$ cat src/pkg/dif_pkg.sv
// Functional notes
// - run/stop works only with source 1
// - fast stop uses zero deceleration ramp
// - pot increase high, decrease low, source 7
// - local low, remote high, selector 4
// - speed/torque honoured for control 3 or 4
// - torque: proportional gain 1.00, no integral
// - speed: configured gains restored
// - jog plus/minus for control 3,4,6,7
// - flying start disable high, re-enable 1/2; control 4 ignores the input
// - rise loads memory 1, fall memory 2
// - rise loads memory 3 if saved
// - programming off blocks all parameter changes; here it only clears PARAM_WRITE_EN_OUT, memory loads still pass
// - relay timer on/off delays by edges
// - short pulse resets timer, relay unchanged
// - relay timer needs output function 29
// - multispeed code 13 needs source 8
// - trace trigger: high, select 6, waiting
// - low input raises external alarm only
// - manual low uses reference, high uses PID
// - PLC-use input causes no drive action
// - status word bit0 output1 to bit4 output5
// - per-input function code 0 to 31
package dif_pkg;
  localparam int NUM_IN    = 8;
  localparam int NUM_OUT   = 5;
  localparam int FUNC_W    = 5;
  localparam int CFG_W     = 5;
  localparam int DOFN_W    = 6;
  localparam int GAIN_W    = 16;
  localparam int DLY_W     = 16;

  localparam logic [FUNC_W-1:0] FN_RUN_STOP  = 5'h01;
  localparam logic [FUNC_W-1:0] FN_GEN_EN    = 5'h02;
  localparam logic [FUNC_W-1:0] FN_FAST_STOP = 5'h03;
  localparam logic [FUNC_W-1:0] FN_FWD_RUN   = 5'h04;
  localparam logic [FUNC_W-1:0] FN_REV_RUN   = 5'h05;
  localparam logic [FUNC_W-1:0] FN_LOC_REM   = 5'h09;
  localparam logic [FUNC_W-1:0] FN_POT_INC   = 5'h0b;
  localparam logic [FUNC_W-1:0] FN_POT_DEC   = 5'h0c;
  localparam logic [FUNC_W-1:0] FN_MULTISPD  = 5'h0d;
  localparam logic [FUNC_W-1:0] FN_SPD_TRQ   = 5'h0f;
  localparam logic [FUNC_W-1:0] FN_JOG_PLUS  = 5'h10;
  localparam logic [FUNC_W-1:0] FN_JOG_MINUS = 5'h11;
  localparam logic [FUNC_W-1:0] FN_NO_ALARM  = 5'h12;
  localparam logic [FUNC_W-1:0] FN_PLC_USE   = 5'h15;
  localparam logic [FUNC_W-1:0] FN_MAN_AUTO  = 5'h16;
  localparam logic [FUNC_W-1:0] FN_FLY_DIS   = 5'h18;
  localparam logic [FUNC_W-1:0] FN_PROG_OFF  = 5'h1a;
  localparam logic [FUNC_W-1:0] FN_LOAD_U12  = 5'h1b;
  localparam logic [FUNC_W-1:0] FN_LOAD_U3   = 5'h1c;
  localparam logic [FUNC_W-1:0] FN_RLY2_TMR  = 5'h1d;
  localparam logic [FUNC_W-1:0] FN_RLY3_TMR  = 5'h1e;
  localparam logic [FUNC_W-1:0] FN_TRACE     = 5'h1f;

  localparam logic [CFG_W-1:0] RUN_SRC_DI     = 5'h01;
  localparam logic [CFG_W-1:0] SPD_SRC_POT    = 5'h07;
  localparam logic [CFG_W-1:0] SPD_SRC_MULTI  = 5'h08;
  localparam logic [CFG_W-1:0] LR_SRC_DI      = 5'h04;
  localparam logic [CFG_W-1:0] CTRL_SENSORLESS = 5'h03;
  localparam logic [CFG_W-1:0] CTRL_ENCODER   = 5'h04;
  localparam logic [CFG_W-1:0] CTRL_JOG_A     = 5'h06;
  localparam logic [CFG_W-1:0] CTRL_JOG_B     = 5'h07;
  localparam logic [CFG_W-1:0] FLY_SET_A      = 5'h01;
  localparam logic [CFG_W-1:0] FLY_SET_B      = 5'h02;
  localparam logic [CFG_W-1:0] MEM_SAVE_1     = 5'h0a;
  localparam logic [CFG_W-1:0] MEM_SAVE_2     = 5'h0b;
  localparam logic [CFG_W-1:0] MEM_SAVE_3     = 5'h0c;
  localparam logic [CFG_W-1:0] TRACE_SEL_DI   = 5'h06;
  localparam logic [CFG_W-1:0] TRACE_WAITING  = 5'h01;
  localparam logic [DOFN_W-1:0] DO_FN_TIMER   = 6'h1d;

  // gain scaled by 100, so 1.00 reads as 100
  localparam logic [GAIN_W-1:0] GAIN_UNITY    = 16'h0064;
  localparam logic [GAIN_W-1:0] GAIN_ZERO     = 16'h0000;

  localparam int MS_IDX_FIRST = 3;
  localparam int MS_IDX_LAST  = 5;

  // relay delays count in 1 ms ticks
  localparam int CLK_PERIOD_NS    = 20;
  localparam int RELAY_TICK_NS    = 1000000;
  localparam int RELAY_TICK_CYCLES = RELAY_TICK_NS / CLK_PERIOD_NS;
endpackage

$ cat src/rtl/dif_top.sv
module dif_top
  import dif_pkg::*;
#(
  parameter int TICK_CYCLES = dif_pkg::RELAY_TICK_CYCLES
) (
  input  wire logic                            CLK_IN,
  input  wire logic                            RST_B_IN,
  input  wire logic [dif_pkg::NUM_IN-1:0]      DI_IN,
  input  wire logic [dif_pkg::NUM_IN*dif_pkg::FUNC_W-1:0] DI_FUNC_SEL_IN,
  input  wire logic [dif_pkg::CFG_W-1:0]       LOCAL_RUN_SOURCE_SELECT_IN,
  input  wire logic [dif_pkg::CFG_W-1:0]       REMOTE_RUN_SOURCE_SELECT_IN,
  input  wire logic [dif_pkg::CFG_W-1:0]       LOCAL_SPEED_REF_SOURCE_IN,
  input  wire logic [dif_pkg::CFG_W-1:0]       REMOTE_SPEED_REF_SOURCE_IN,
  input  wire logic [dif_pkg::CFG_W-1:0]       LOCAL_REMOTE_SOURCE_SELECT_IN,
  input  wire logic                            REMOTE_DEFAULT_IN,
  input  wire logic [dif_pkg::CFG_W-1:0]       CONTROL_TYPE_SELECT_IN,
  input  wire logic [dif_pkg::CFG_W-1:0]       FLYING_START_SETTING_IN,
  input  wire logic [dif_pkg::CFG_W-1:0]       PARAMETER_MEMORY_COMMAND_IN,
  input  wire logic                            PARAM_MEM_CMD_STB_IN,
  input  wire logic [dif_pkg::GAIN_W-1:0]      SPEED_REG_PROP_GAIN_IN,
  input  wire logic [dif_pkg::GAIN_W-1:0]      SPEED_REG_INT_GAIN_IN,
  input  wire logic                            PASSWORD_ALLOWS_IN,
  input  wire logic [dif_pkg::DLY_W-1:0]       RELAY2_ON_DELAY_IN,
  input  wire logic [dif_pkg::DLY_W-1:0]       RELAY2_OFF_DELAY_IN,
  input  wire logic [dif_pkg::DLY_W-1:0]       RELAY3_ON_DELAY_IN,
  input  wire logic [dif_pkg::DLY_W-1:0]       RELAY3_OFF_DELAY_IN,
  input  wire logic [dif_pkg::DOFN_W-1:0]      RELAY2_FUNCTION_SELECT_IN,
  input  wire logic [dif_pkg::DOFN_W-1:0]      RELAY3_FUNCTION_SELECT_IN,
  input  wire logic [dif_pkg::CFG_W-1:0]       TRACE_TRIGGER_SELECT_IN,
  input  wire logic [dif_pkg::CFG_W-1:0]       TRACE_STATE_IN,
  input  wire logic [dif_pkg::NUM_OUT-1:0]     DO_REQ_IN,
  output logic                                 REMOTE_OUT,
  output logic                                 RUN_REQ_OUT,
  output logic                                 GENERAL_ENABLE_OUT,
  output logic                                 FAST_STOP_OUT,
  output logic                                 POT_INC_OUT,
  output logic                                 POT_DEC_OUT,
  output logic                                 TORQUE_MODE_OUT,
  output logic [dif_pkg::GAIN_W-1:0]           SPEED_KP_OUT,
  output logic [dif_pkg::GAIN_W-1:0]           SPEED_KI_OUT,
  output logic                                 JOG_PLUS_OUT,
  output logic                                 JOG_MINUS_OUT,
  output logic                                 FLYING_START_EN_OUT,
  output logic [2:0]                           LOAD_USER_OUT,
  output logic                                 PARAM_WRITE_EN_OUT,
  output logic                                 MULTISPEED_EN_OUT,
  output logic [2:0]                           MULTISPEED_SEL_OUT,
  output logic                                 TRACE_TRIGGER_OUT,
  output logic                                 EXTERNAL_ALARM_INDICATION_OUT,
  output logic                                 AUTO_MODE_OUT,
  output logic [dif_pkg::NUM_IN-1:0]           PLC_INPUTS_OUT,
  output logic [dif_pkg::NUM_OUT-1:0]          DO_OUT,
  output logic [dif_pkg::NUM_OUT-1:0]          OUTPUT_STATE_WORD_OUT
);
  import dif_pkg::*;

  localparam int TICK_W = (TICK_CYCLES > 1) ? $clog2(TICK_CYCLES) : 1;

  if (TICK_CYCLES < 1) begin : g_bad_tick
    $error("TICK_CYCLES must be at least 1");
  end

  // one bit per input that carries the given function code
  function automatic logic [NUM_IN-1:0] fmask(
    input logic [NUM_IN*FUNC_W-1:0] sel,
    input logic [FUNC_W-1:0]        code
  );
    logic [NUM_IN-1:0] m;
    m = '0;
    for (int i = 0; i < NUM_IN; i++) begin
      m[i] = (sel[i*FUNC_W +: FUNC_W] == code);
    end
    return m;
  endfunction

  logic [NUM_IN-1:0] lvl;
  logic [NUM_IN-1:0] rise;
  logic [NUM_IN-1:0] fall;

  dif_in_sync #(
    .W (NUM_IN)
  ) u_sync (
    .clk_in    (CLK_IN),
    .rst_b_in  (RST_B_IN),
    .pin_in    (DI_IN),
    .level_out (lvl),
    .rise_out  (rise),
    .fall_out  (fall)
  );

  logic [NUM_IN-1:0] m_run, m_ge, m_fs, m_fwd, m_rev, m_lr;
  logic [NUM_IN-1:0] m_inc, m_dec, m_ms, m_st, m_jp, m_jm;
  logic [NUM_IN-1:0] m_alm, m_plc, m_ma, m_fly, m_po;
  logic [NUM_IN-1:0] m_u12, m_u3, m_t2, m_t3, m_tr;

  assign m_run = fmask(DI_FUNC_SEL_IN, FN_RUN_STOP);
  assign m_ge  = fmask(DI_FUNC_SEL_IN, FN_GEN_EN);
  assign m_fs  = fmask(DI_FUNC_SEL_IN, FN_FAST_STOP);
  assign m_fwd = fmask(DI_FUNC_SEL_IN, FN_FWD_RUN);
  assign m_rev = fmask(DI_FUNC_SEL_IN, FN_REV_RUN);
  assign m_lr  = fmask(DI_FUNC_SEL_IN, FN_LOC_REM);
  assign m_inc = fmask(DI_FUNC_SEL_IN, FN_POT_INC);
  assign m_dec = fmask(DI_FUNC_SEL_IN, FN_POT_DEC);
  assign m_ms  = fmask(DI_FUNC_SEL_IN, FN_MULTISPD);
  assign m_st  = fmask(DI_FUNC_SEL_IN, FN_SPD_TRQ);
  assign m_jp  = fmask(DI_FUNC_SEL_IN, FN_JOG_PLUS);
  assign m_jm  = fmask(DI_FUNC_SEL_IN, FN_JOG_MINUS);
  assign m_alm = fmask(DI_FUNC_SEL_IN, FN_NO_ALARM);
  assign m_plc = fmask(DI_FUNC_SEL_IN, FN_PLC_USE);
  assign m_ma  = fmask(DI_FUNC_SEL_IN, FN_MAN_AUTO);
  assign m_fly = fmask(DI_FUNC_SEL_IN, FN_FLY_DIS);
  assign m_po  = fmask(DI_FUNC_SEL_IN, FN_PROG_OFF);
  assign m_u12 = fmask(DI_FUNC_SEL_IN, FN_LOAD_U12);
  assign m_u3  = fmask(DI_FUNC_SEL_IN, FN_LOAD_U3);
  assign m_t2  = fmask(DI_FUNC_SEL_IN, FN_RLY2_TMR);
  assign m_t3  = fmask(DI_FUNC_SEL_IN, FN_RLY3_TMR);
  assign m_tr  = fmask(DI_FUNC_SEL_IN, FN_TRACE);

  logic             remote_r, remote_nxt;
  logic [CFG_W-1:0] run_src;
  logic [CFG_W-1:0] spd_src;
  logic             ctrl_vec;
  logic             ctrl_jog;
  logic             fly_ok;
  logic             run_ready;
  logic             torque_nxt;

  // remote_r selects which command sources are live
  always_comb begin
    remote_nxt = REMOTE_DEFAULT_IN;
    if (LOCAL_REMOTE_SOURCE_SELECT_IN == LR_SRC_DI && |m_lr) begin
      remote_nxt = |(lvl & m_lr);
    end
  end

  assign run_src  = remote_r ? REMOTE_RUN_SOURCE_SELECT_IN
                             : LOCAL_RUN_SOURCE_SELECT_IN;
  assign spd_src  = remote_r ? REMOTE_SPEED_REF_SOURCE_IN
                             : LOCAL_SPEED_REF_SOURCE_IN;
  assign ctrl_vec = (CONTROL_TYPE_SELECT_IN == CTRL_SENSORLESS) ||
                    (CONTROL_TYPE_SELECT_IN == CTRL_ENCODER);
  assign ctrl_jog = ctrl_vec ||
                    (CONTROL_TYPE_SELECT_IN == CTRL_JOG_A) ||
                    (CONTROL_TYPE_SELECT_IN == CTRL_JOG_B);
  assign fly_ok   = (FLYING_START_SETTING_IN == FLY_SET_A) ||
                    (FLYING_START_SETTING_IN == FLY_SET_B);
  // the contacts outside must hold these closed for running
  assign run_ready = &(lvl | ~(m_ge | m_fs | m_fwd | m_rev));
  assign torque_nxt = ctrl_vec && |(lvl & m_st);

  always_ff @(posedge CLK_IN or negedge RST_B_IN) begin
    if (!RST_B_IN) begin
      remote_r <= 1'b0;
    end else begin
      remote_r <= remote_nxt;
    end
  end

  // run and stop commands
  always_ff @(posedge CLK_IN or negedge RST_B_IN) begin
    if (!RST_B_IN) begin
      RUN_REQ_OUT        <= 1'b0;
      GENERAL_ENABLE_OUT <= 1'b0;
      FAST_STOP_OUT      <= 1'b0;
    end else begin
      RUN_REQ_OUT <= (run_src == RUN_SRC_DI) && |(lvl & m_run) &&
                     run_ready;
      GENERAL_ENABLE_OUT <= &(lvl | ~m_ge);
      FAST_STOP_OUT <= |(~lvl & m_fs);
    end
  end

  // speed reference modes
  always_ff @(posedge CLK_IN or negedge RST_B_IN) begin
    if (!RST_B_IN) begin
      POT_INC_OUT        <= 1'b0;
      POT_DEC_OUT        <= 1'b0;
      MULTISPEED_EN_OUT  <= 1'b0;
      MULTISPEED_SEL_OUT <= 3'h0;
      AUTO_MODE_OUT      <= 1'b0;
      JOG_PLUS_OUT       <= 1'b0;
      JOG_MINUS_OUT      <= 1'b0;
    end else begin
      POT_INC_OUT <= (spd_src == SPD_SRC_POT) && |(lvl & m_inc);
      POT_DEC_OUT <= (spd_src == SPD_SRC_POT) && |(~lvl & m_dec);
      MULTISPEED_EN_OUT <= (spd_src == SPD_SRC_MULTI) &&
        |m_ms[MS_IDX_LAST:MS_IDX_FIRST];
      MULTISPEED_SEL_OUT <= (spd_src == SPD_SRC_MULTI) ?
        (lvl[MS_IDX_LAST:MS_IDX_FIRST] & m_ms[MS_IDX_LAST:MS_IDX_FIRST])
        : 3'h0;
      AUTO_MODE_OUT <= |(lvl & m_ma);
      JOG_PLUS_OUT  <= ctrl_jog && |(lvl & m_jp);
      JOG_MINUS_OUT <= ctrl_jog && |(lvl & m_jm);
    end
  end

  // regulator gains follow the speed/torque selection
  always_ff @(posedge CLK_IN or negedge RST_B_IN) begin
    if (!RST_B_IN) begin
      TORQUE_MODE_OUT <= 1'b0;
      SPEED_KP_OUT    <= GAIN_ZERO;
      SPEED_KI_OUT    <= GAIN_ZERO;
    end else begin
      TORQUE_MODE_OUT <= torque_nxt;
      if (torque_nxt) begin
        SPEED_KP_OUT <= GAIN_UNITY;
        SPEED_KI_OUT <= GAIN_ZERO;
      end else begin
        SPEED_KP_OUT <= SPEED_REG_PROP_GAIN_IN;
        SPEED_KI_OUT <= SPEED_REG_INT_GAIN_IN;
      end
    end
  end

  // status indications and protection
  always_ff @(posedge CLK_IN or negedge RST_B_IN) begin
    if (!RST_B_IN) begin
      FLYING_START_EN_OUT           <= 1'b0;
      PARAM_WRITE_EN_OUT            <= 1'b0;
      EXTERNAL_ALARM_INDICATION_OUT <= 1'b0;
      PLC_INPUTS_OUT                <= '0;
      REMOTE_OUT                    <= 1'b0;
    end else begin
      if (CONTROL_TYPE_SELECT_IN != CTRL_ENCODER) begin
        FLYING_START_EN_OUT <= fly_ok && !(|(lvl & m_fly));
      end else begin
        FLYING_START_EN_OUT <= fly_ok;
      end
      PARAM_WRITE_EN_OUT <= !(|(lvl & m_po)) && PASSWORD_ALLOWS_IN;
      // alarm only: nothing here touches the run path
      EXTERNAL_ALARM_INDICATION_OUT <= |(~lvl & m_alm);
      PLC_INPUTS_OUT <= lvl & m_plc;
      REMOTE_OUT     <= remote_r;
    end
  end

  // a memory may only be loaded once it has been saved
  logic [2:0] saved_r;

  always_ff @(posedge CLK_IN or negedge RST_B_IN) begin
    if (!RST_B_IN) begin
      saved_r <= 3'h0;
    end else if (PARAM_MEM_CMD_STB_IN) begin
      if (PARAMETER_MEMORY_COMMAND_IN == MEM_SAVE_1) begin
        saved_r[0] <= 1'b1;
      end
      if (PARAMETER_MEMORY_COMMAND_IN == MEM_SAVE_2) begin
        saved_r[1] <= 1'b1;
      end
      if (PARAMETER_MEMORY_COMMAND_IN == MEM_SAVE_3) begin
        saved_r[2] <= 1'b1;
      end
    end
  end

  // edge-driven pulses
  logic trace_cond;
  logic trace_cond_r;

  assign trace_cond = |(lvl & m_tr) &&
                      (TRACE_TRIGGER_SELECT_IN == TRACE_SEL_DI) &&
                      (TRACE_STATE_IN == TRACE_WAITING);

  always_ff @(posedge CLK_IN or negedge RST_B_IN) begin
    if (!RST_B_IN) begin
      LOAD_USER_OUT     <= 3'h0;
      TRACE_TRIGGER_OUT <= 1'b0;
      trace_cond_r      <= 1'b0;
    end else begin
      LOAD_USER_OUT[0] <= saved_r[0] && |(rise & m_u12);
      LOAD_USER_OUT[1] <= saved_r[1] && |(fall & m_u12);
      LOAD_USER_OUT[2] <= saved_r[2] && |(rise & m_u3);
      trace_cond_r      <= trace_cond;
      // one trigger per time the condition becomes true
      TRACE_TRIGGER_OUT <= trace_cond && !trace_cond_r;
    end
  end

  // shared millisecond tick for both relay timers
  logic [TICK_W-1:0] tick_cnt_r;
  logic              tick;

  assign tick = (tick_cnt_r == TICK_W'(TICK_CYCLES - 1));

  always_ff @(posedge CLK_IN or negedge RST_B_IN) begin
    if (!RST_B_IN) begin
      tick_cnt_r <= '0;
    end else if (tick) begin
      tick_cnt_r <= '0;
    end else begin
      tick_cnt_r <= tick_cnt_r + 1'b1;
    end
  end

  logic tmr2_en, tmr3_en;
  logic rly2_tmr, rly3_tmr;

  assign tmr2_en = (RELAY2_FUNCTION_SELECT_IN == DO_FN_TIMER);
  assign tmr3_en = (RELAY3_FUNCTION_SELECT_IN == DO_FN_TIMER);

  dif_relay_timer #(
    .DW (DLY_W)
  ) u_tmr2 (
    .clk_in       (CLK_IN),
    .rst_b_in     (RST_B_IN),
    .enable_in    (tmr2_en),
    .level_in     (|(lvl & m_t2)),
    .tick_in      (tick),
    .on_delay_in  (RELAY2_ON_DELAY_IN),
    .off_delay_in (RELAY2_OFF_DELAY_IN),
    .relay_out    (rly2_tmr)
  );

  dif_relay_timer #(
    .DW (DLY_W)
  ) u_tmr3 (
    .clk_in       (CLK_IN),
    .rst_b_in     (RST_B_IN),
    .enable_in    (tmr3_en),
    .level_in     (|(lvl & m_t3)),
    .tick_in      (tick),
    .on_delay_in  (RELAY3_ON_DELAY_IN),
    .off_delay_in (RELAY3_OFF_DELAY_IN),
    .relay_out    (rly3_tmr)
  );

  logic [NUM_OUT-1:0] do_nxt;

  always_comb begin
    do_nxt    = DO_REQ_IN;
    do_nxt[1] = tmr2_en ? rly2_tmr : DO_REQ_IN[1];
    do_nxt[2] = tmr3_en ? rly3_tmr : DO_REQ_IN[2];
  end

  always_ff @(posedge CLK_IN or negedge RST_B_IN) begin
    if (!RST_B_IN) begin
      DO_OUT <= '0;
    end else begin
      DO_OUT <= do_nxt;
    end
  end

  assign OUTPUT_STATE_WORD_OUT = DO_OUT;
endmodule // dif_top

$ cat src/rtl/dif_in_sync.sv
module dif_in_sync #(
  parameter int W = 8
) (
  input  wire logic         clk_in,
  input  wire logic         rst_b_in,
  input  wire logic [W-1:0] pin_in,
  output logic      [W-1:0] level_out,
  output logic      [W-1:0] rise_out,
  output logic      [W-1:0] fall_out
);
  logic [W-1:0] meta_r;
  logic [W-1:0] sync_r;
  logic [W-1:0] prev_r;

  // meta_r feeds sync_r only
  always_ff @(posedge clk_in or negedge rst_b_in) begin
    if (!rst_b_in) begin
      meta_r <= '0;
      sync_r <= '0;
      prev_r <= '0;
    end else begin
      meta_r <= pin_in;
      sync_r <= meta_r;
      prev_r <= sync_r;
    end
  end

  assign level_out = sync_r;
  assign rise_out  = sync_r & ~prev_r;
  assign fall_out  = ~sync_r & prev_r;
endmodule // dif_in_sync

$ cat src/rtl/dif_relay_timer.sv
module dif_relay_timer #(
  parameter int DW = 16
) (
  input  wire logic          clk_in,
  input  wire logic          rst_b_in,
  input  wire logic          enable_in,
  input  wire logic          level_in,
  input  wire logic          tick_in,
  input  wire logic [DW-1:0] on_delay_in,
  input  wire logic [DW-1:0] off_delay_in,
  output logic               relay_out
);
  typedef enum logic {TMR_IDLE, TMR_WAIT} dif_tmr_e;
  dif_tmr_e        state_r;
  logic [DW-1:0]   cnt_r;
  logic            relay_r;
  logic [DW-1:0]   dly;

  assign dly = level_in ? on_delay_in : off_delay_in;

  always_ff @(posedge clk_in or negedge rst_b_in) begin
    if (!rst_b_in) begin
      state_r <= TMR_IDLE;
      cnt_r   <= '0;
      relay_r <= 1'b0;
    end else if (!enable_in) begin
      state_r <= TMR_IDLE;
      cnt_r   <= '0;
      relay_r <= 1'b0;
    end else begin
      unique case (state_r)
        TMR_IDLE: begin
          cnt_r <= '0;
          if (level_in != relay_r) begin
            state_r <= TMR_WAIT;
          end
        end
        TMR_WAIT: begin
          if (level_in == relay_r) begin
            state_r <= TMR_IDLE;
            cnt_r   <= '0;
          end else if (cnt_r >= dly) begin
            relay_r <= level_in;
            state_r <= TMR_IDLE;
          end else if (tick_in) begin
            cnt_r <= cnt_r + 1'b1;
          end
        end
      endcase
    end
  end

  assign relay_out = relay_r;
endmodule // dif_relay_timer

$ cat config.mk
export PLATFORM = sky130hd
export DESIGN_NAME = dif_top
export DESIGN_NICKNAME = d
export VERILOG_FILES = /design/src/pkg/dif_pkg.sv /design/src/rtl/dif_top.sv /design/src/rtl/dif_in_sync.sv /design/src/rtl/dif_relay_timer.sv
export SDC_FILE = /design/constraint.sdc
export NUM_CORES = 1
export LEC_CHECK = 0
export BUFFER_PORTS_ARGS = -buffer_cell sky130_fd_sc_hd__buf_2
export CAP_MARGIN = 15
export CORE_AREA = 2 2 127 141
export DETAILED_ROUTE_END_ITERATION = 12
export DIE_AREA = 0 0 129 143
export GPL_TIMING_DRIVEN = 0
export PLACE_DENSITY = 0.84
export REMOVE_ABC_BUFFERS = 1
export SYNTH_ARGS = -nofsm -noshare
export SYNTH_HDL_FRONTEND = slang
export SYNTH_SLANG_ARGS = --single-unit
$ cat constraint.sdc
create_clock -name CLK_IN -period 5.2 [get_ports CLK_IN]
set_input_delay 0 -clock CLK_IN [delete_from_list [all_inputs] [get_ports CLK_IN]]
set_output_delay 0 -clock CLK_IN [all_outputs]
set_load 0.02 [all_outputs]
==> results.yml <==
timing:
  clock_skew_ps: 20.7
  setup_violations: 0
  hold-worst-slack_ps: 24.8
  period_needed_ps: 4800
  fmax_ghz: 0.208
  drv_slew: 0
  worst_pin_slew_ps: 1010
  grt_setup_unrepaired: "no"
  slew_headroom: 0.325
  finalCritPeriodShare: 0.923
  hold_viol: 0
detailed_routing:
  dr.pass1.iters: 7
  wirelength_um: 29900
  final_antenna_net_count: 0
  vias: 9199
  drt_iter0_markers: 822
  drc: 0
  vias_per_cell: 5.99
  routedWlPerCell_um: 19.4
run:
  max_cap_violations: 0
cells_and_area:
  layout.cells.non_filler: 1537
  final_util: 0.700
  nets: 1540
  area_growth_pct: 36.4
  fin_area_um2: 11900
  fillers: 1275
  drive_above_1_share: 0.268
clock_network:
  clkSinkCount: 147
  cts_max_level: 4
  clock_path_buffers: 2
  cts_tree: "done"
  cts_root_buf: "clkbuf_16"
  clk_pin_slew_ps: 60
  cts_buffers: 17
  clkLatencyLatePin_ps: 440
critical_path:
  path_max_fanout: 19
  crit_required_ps: 5520
  critPathCaptureType: "flop"
  cp.arrival_ps: 5120
  r2r_cells: 13
  rrSetupSlack_ps: 400
  worstSetupPathType: "flop to flop"
  startpoint_type: "flop"
synth:
  synthSimpleGateAreaFrac: 0.304
  synth_compound_area_frac: 0.119
  ys.flop_type: "dfrtp_1"
  syn-cell-area_um2: 8700
  ys_types: 69
  yosys_warnings: 0
  yosysSeqAreaShare: 0.423
  syn_avg_cell_area_um2: 9.32
  syn_inst: 933
  synth_seq_cells: 147
  async_flop_share: 1.00
  synth_top_family_by_area: "simple AND/OR/NAND/NOR gates"
  synthAdderAreaFrac: 0.0503
  synth-xor-area-share: 0.0282
  synth-edff-count: 0
  muxShareOfSynthArea: 0.0433
global_routing:
  grt_use_total: 0.328
  grt_max_degree: 75
  gr-total-overflow: 0
  grt_pass1_wl_um: 46600
  grt_pass1_vias: 9023
  antenna_found_initial: 1
placed_design:
  place_hpwl_um: 21300
  port_buffers: 286
  dpl-instance-area_um2: 10300
  dp.cells: 1408
  gp_congestion: 1.04
die:
  initial_core_util: 0.513
  die_w_um: 129
  fp-row-count: 50
  coreArea_um2: 17000
  ios: 287
  die_area_um2: 18400
  die_h_um: 143
hold_path:
  hp-class: "input port to flop"
  hold_path_depth: 3
outcome:
  status: "finished clean"
pwr:
  ir_worst_vdd_v: 0.000236
  leakage_nw: 5.33
  power_w: 0.00292
  p_per_area_nw_per_um2: 246
## cell usage after synthesis, drive strengths merged, types with 15 or more instances
cell | instances | area (µm²)
a21oi | 43 | 215
and3 | 15 | 93.8
clkbuf | 36 | 135
dfrtp | 147 | 3680
ha | 35 | 438
inv | 16 | 60.1
mux2i | 32 | 320
nand2 | 68 | 255
nand2b | 37 | 231
nand3 | 34 | 170
nand4 | 20 | 140
nor2 | 57 | 214
nor2b | 39 | 244
nor3 | 65 | 325
nor4 | 36 | 240
o21ai | 21 | 109
o22ai | 23 | 144
o31ai | 15 | 113
or3 | 20 | 125
or4 | 17 | 128
xnor2 | 16 | 140
## per-layer routing
layer / vias up / global-route usage / wire length, µm
li1: 4210 / - / -
met1: 4390 / 0.392 / 11400
met2: 506 / 0.565 / 14800
met3: 93 / 0.0678 / 2330
met4: 0 / 0.155 / 1370
met5: - / 0 / 0
## power by group
group          switching [W]  internal, W
Clock               0.000506     0.000768
Sequential         0.0000278      0.00118
Combinational       0.000240     0.000201
Total               0.000774      0.00215
## layout make-up
| class | count | area [µm²] | area share |
|---|---|---|---|
| Clock buffer | 20 | 447 | 0.0377 |
| Tap cell | 234 | 293 | 0.0247 |
| Timing Repair Buffer | 386 | 2460 | 0.207 |
| Inverter | 16 | 60.1 | 0.00506 |
| Multi-Input combinational cell | 721 | 4770 | 0.402 |
| Sequential cell | 147 | 3680 | 0.310 |
| Clock inverter | 12 | 156 | 0.0132 |
| Antenna cell | 1 | 2.50 | 0.000211 |
## flip-flops by register name (all words and copies together), names as in the netlist, 5 cells and up
name and count:
DO_OUT 5, PLC_INPUTS_OUT 8, SPEED_KI_OUT 16, SPEED_KP_OUT 16
tick_cnt_r 16, u_sync.level_out 8, u_sync.meta_r 8, u_sync.prev_r 8
u_tmr2.cnt_r 16, u_tmr3.cnt_r 16
## cells in the final DEF (no fill, tap or decap), types with 35 or more instances in the layout
cell type,netlist,routed
a21oi_1,43,42
nor2_1,57,57
nand2b_1,37,37
dfrtp_1,147,147
buf_2,7,285
nand2_1,68,67
nor2b_1,39,39
dlygate4sd3_1,0,96
ha_1,35,35
nor3_1,65,65
## logic make-up (layout without fill, tap and decap cells)
group           count (synthesis)  after routing
xor+xnor                       28             28
compound gates                156            156
fa+ha+maj                      35             35
flops                         147            147
buf+inv                        65            434
simple gates                  465            465
mux                            37             37
other cells                     0              1
## worst paths after layout
path	start	end
worst min register to register	u_sync.meta_r[7]	u_sync.level_out[7]
min in group asynchronous	RST_B_IN	MULTISPEED_SEL_OUT[2]
worst min-delay path	REMOTE_SPEED_REF_SOURCE_IN[3]	MULTISPEED_EN_OUT
worst max-delay path	u_sync.level_out[1]	u_tmr2.cnt_r[3]
worst max register to register	u_sync.level_out[1]	u_tmr2.cnt_r[3]
max in group asynchronous	RST_B_IN	u_tmr2.state_r
## timing repair
action	CTS	global route
hold buffers	96	0
gates resized for setup	0	2
hold endpoints to repair	146	0
endpoints found under the setup margin	0	8
buffers inserted	0	0
## per-stage QoR
stage / setup WS, ps / TNS (ps)
floorplan: -432 / -3920
global placement: -1700 / -26110
detailed placement: 274 / 0
CTS: 162 / 0
global route: 149 / 0
finish: 402 / 0
## worst max-delay path, stage by stage, from the launching register on
cell and delay (ps):
dfrtp_1 530, nand4b_1 290, o22ai_1 190, nor4_4 630
buf_6 230, buf_4 190, mux2_2 350, ha_1 280
nand2b_1 140, a2111oi_0 450, o311a_1 380, o21ai_2 250
or4b_1 560, a21oi_1 200
No activity file was read; power rests on OpenSTA's default activity.
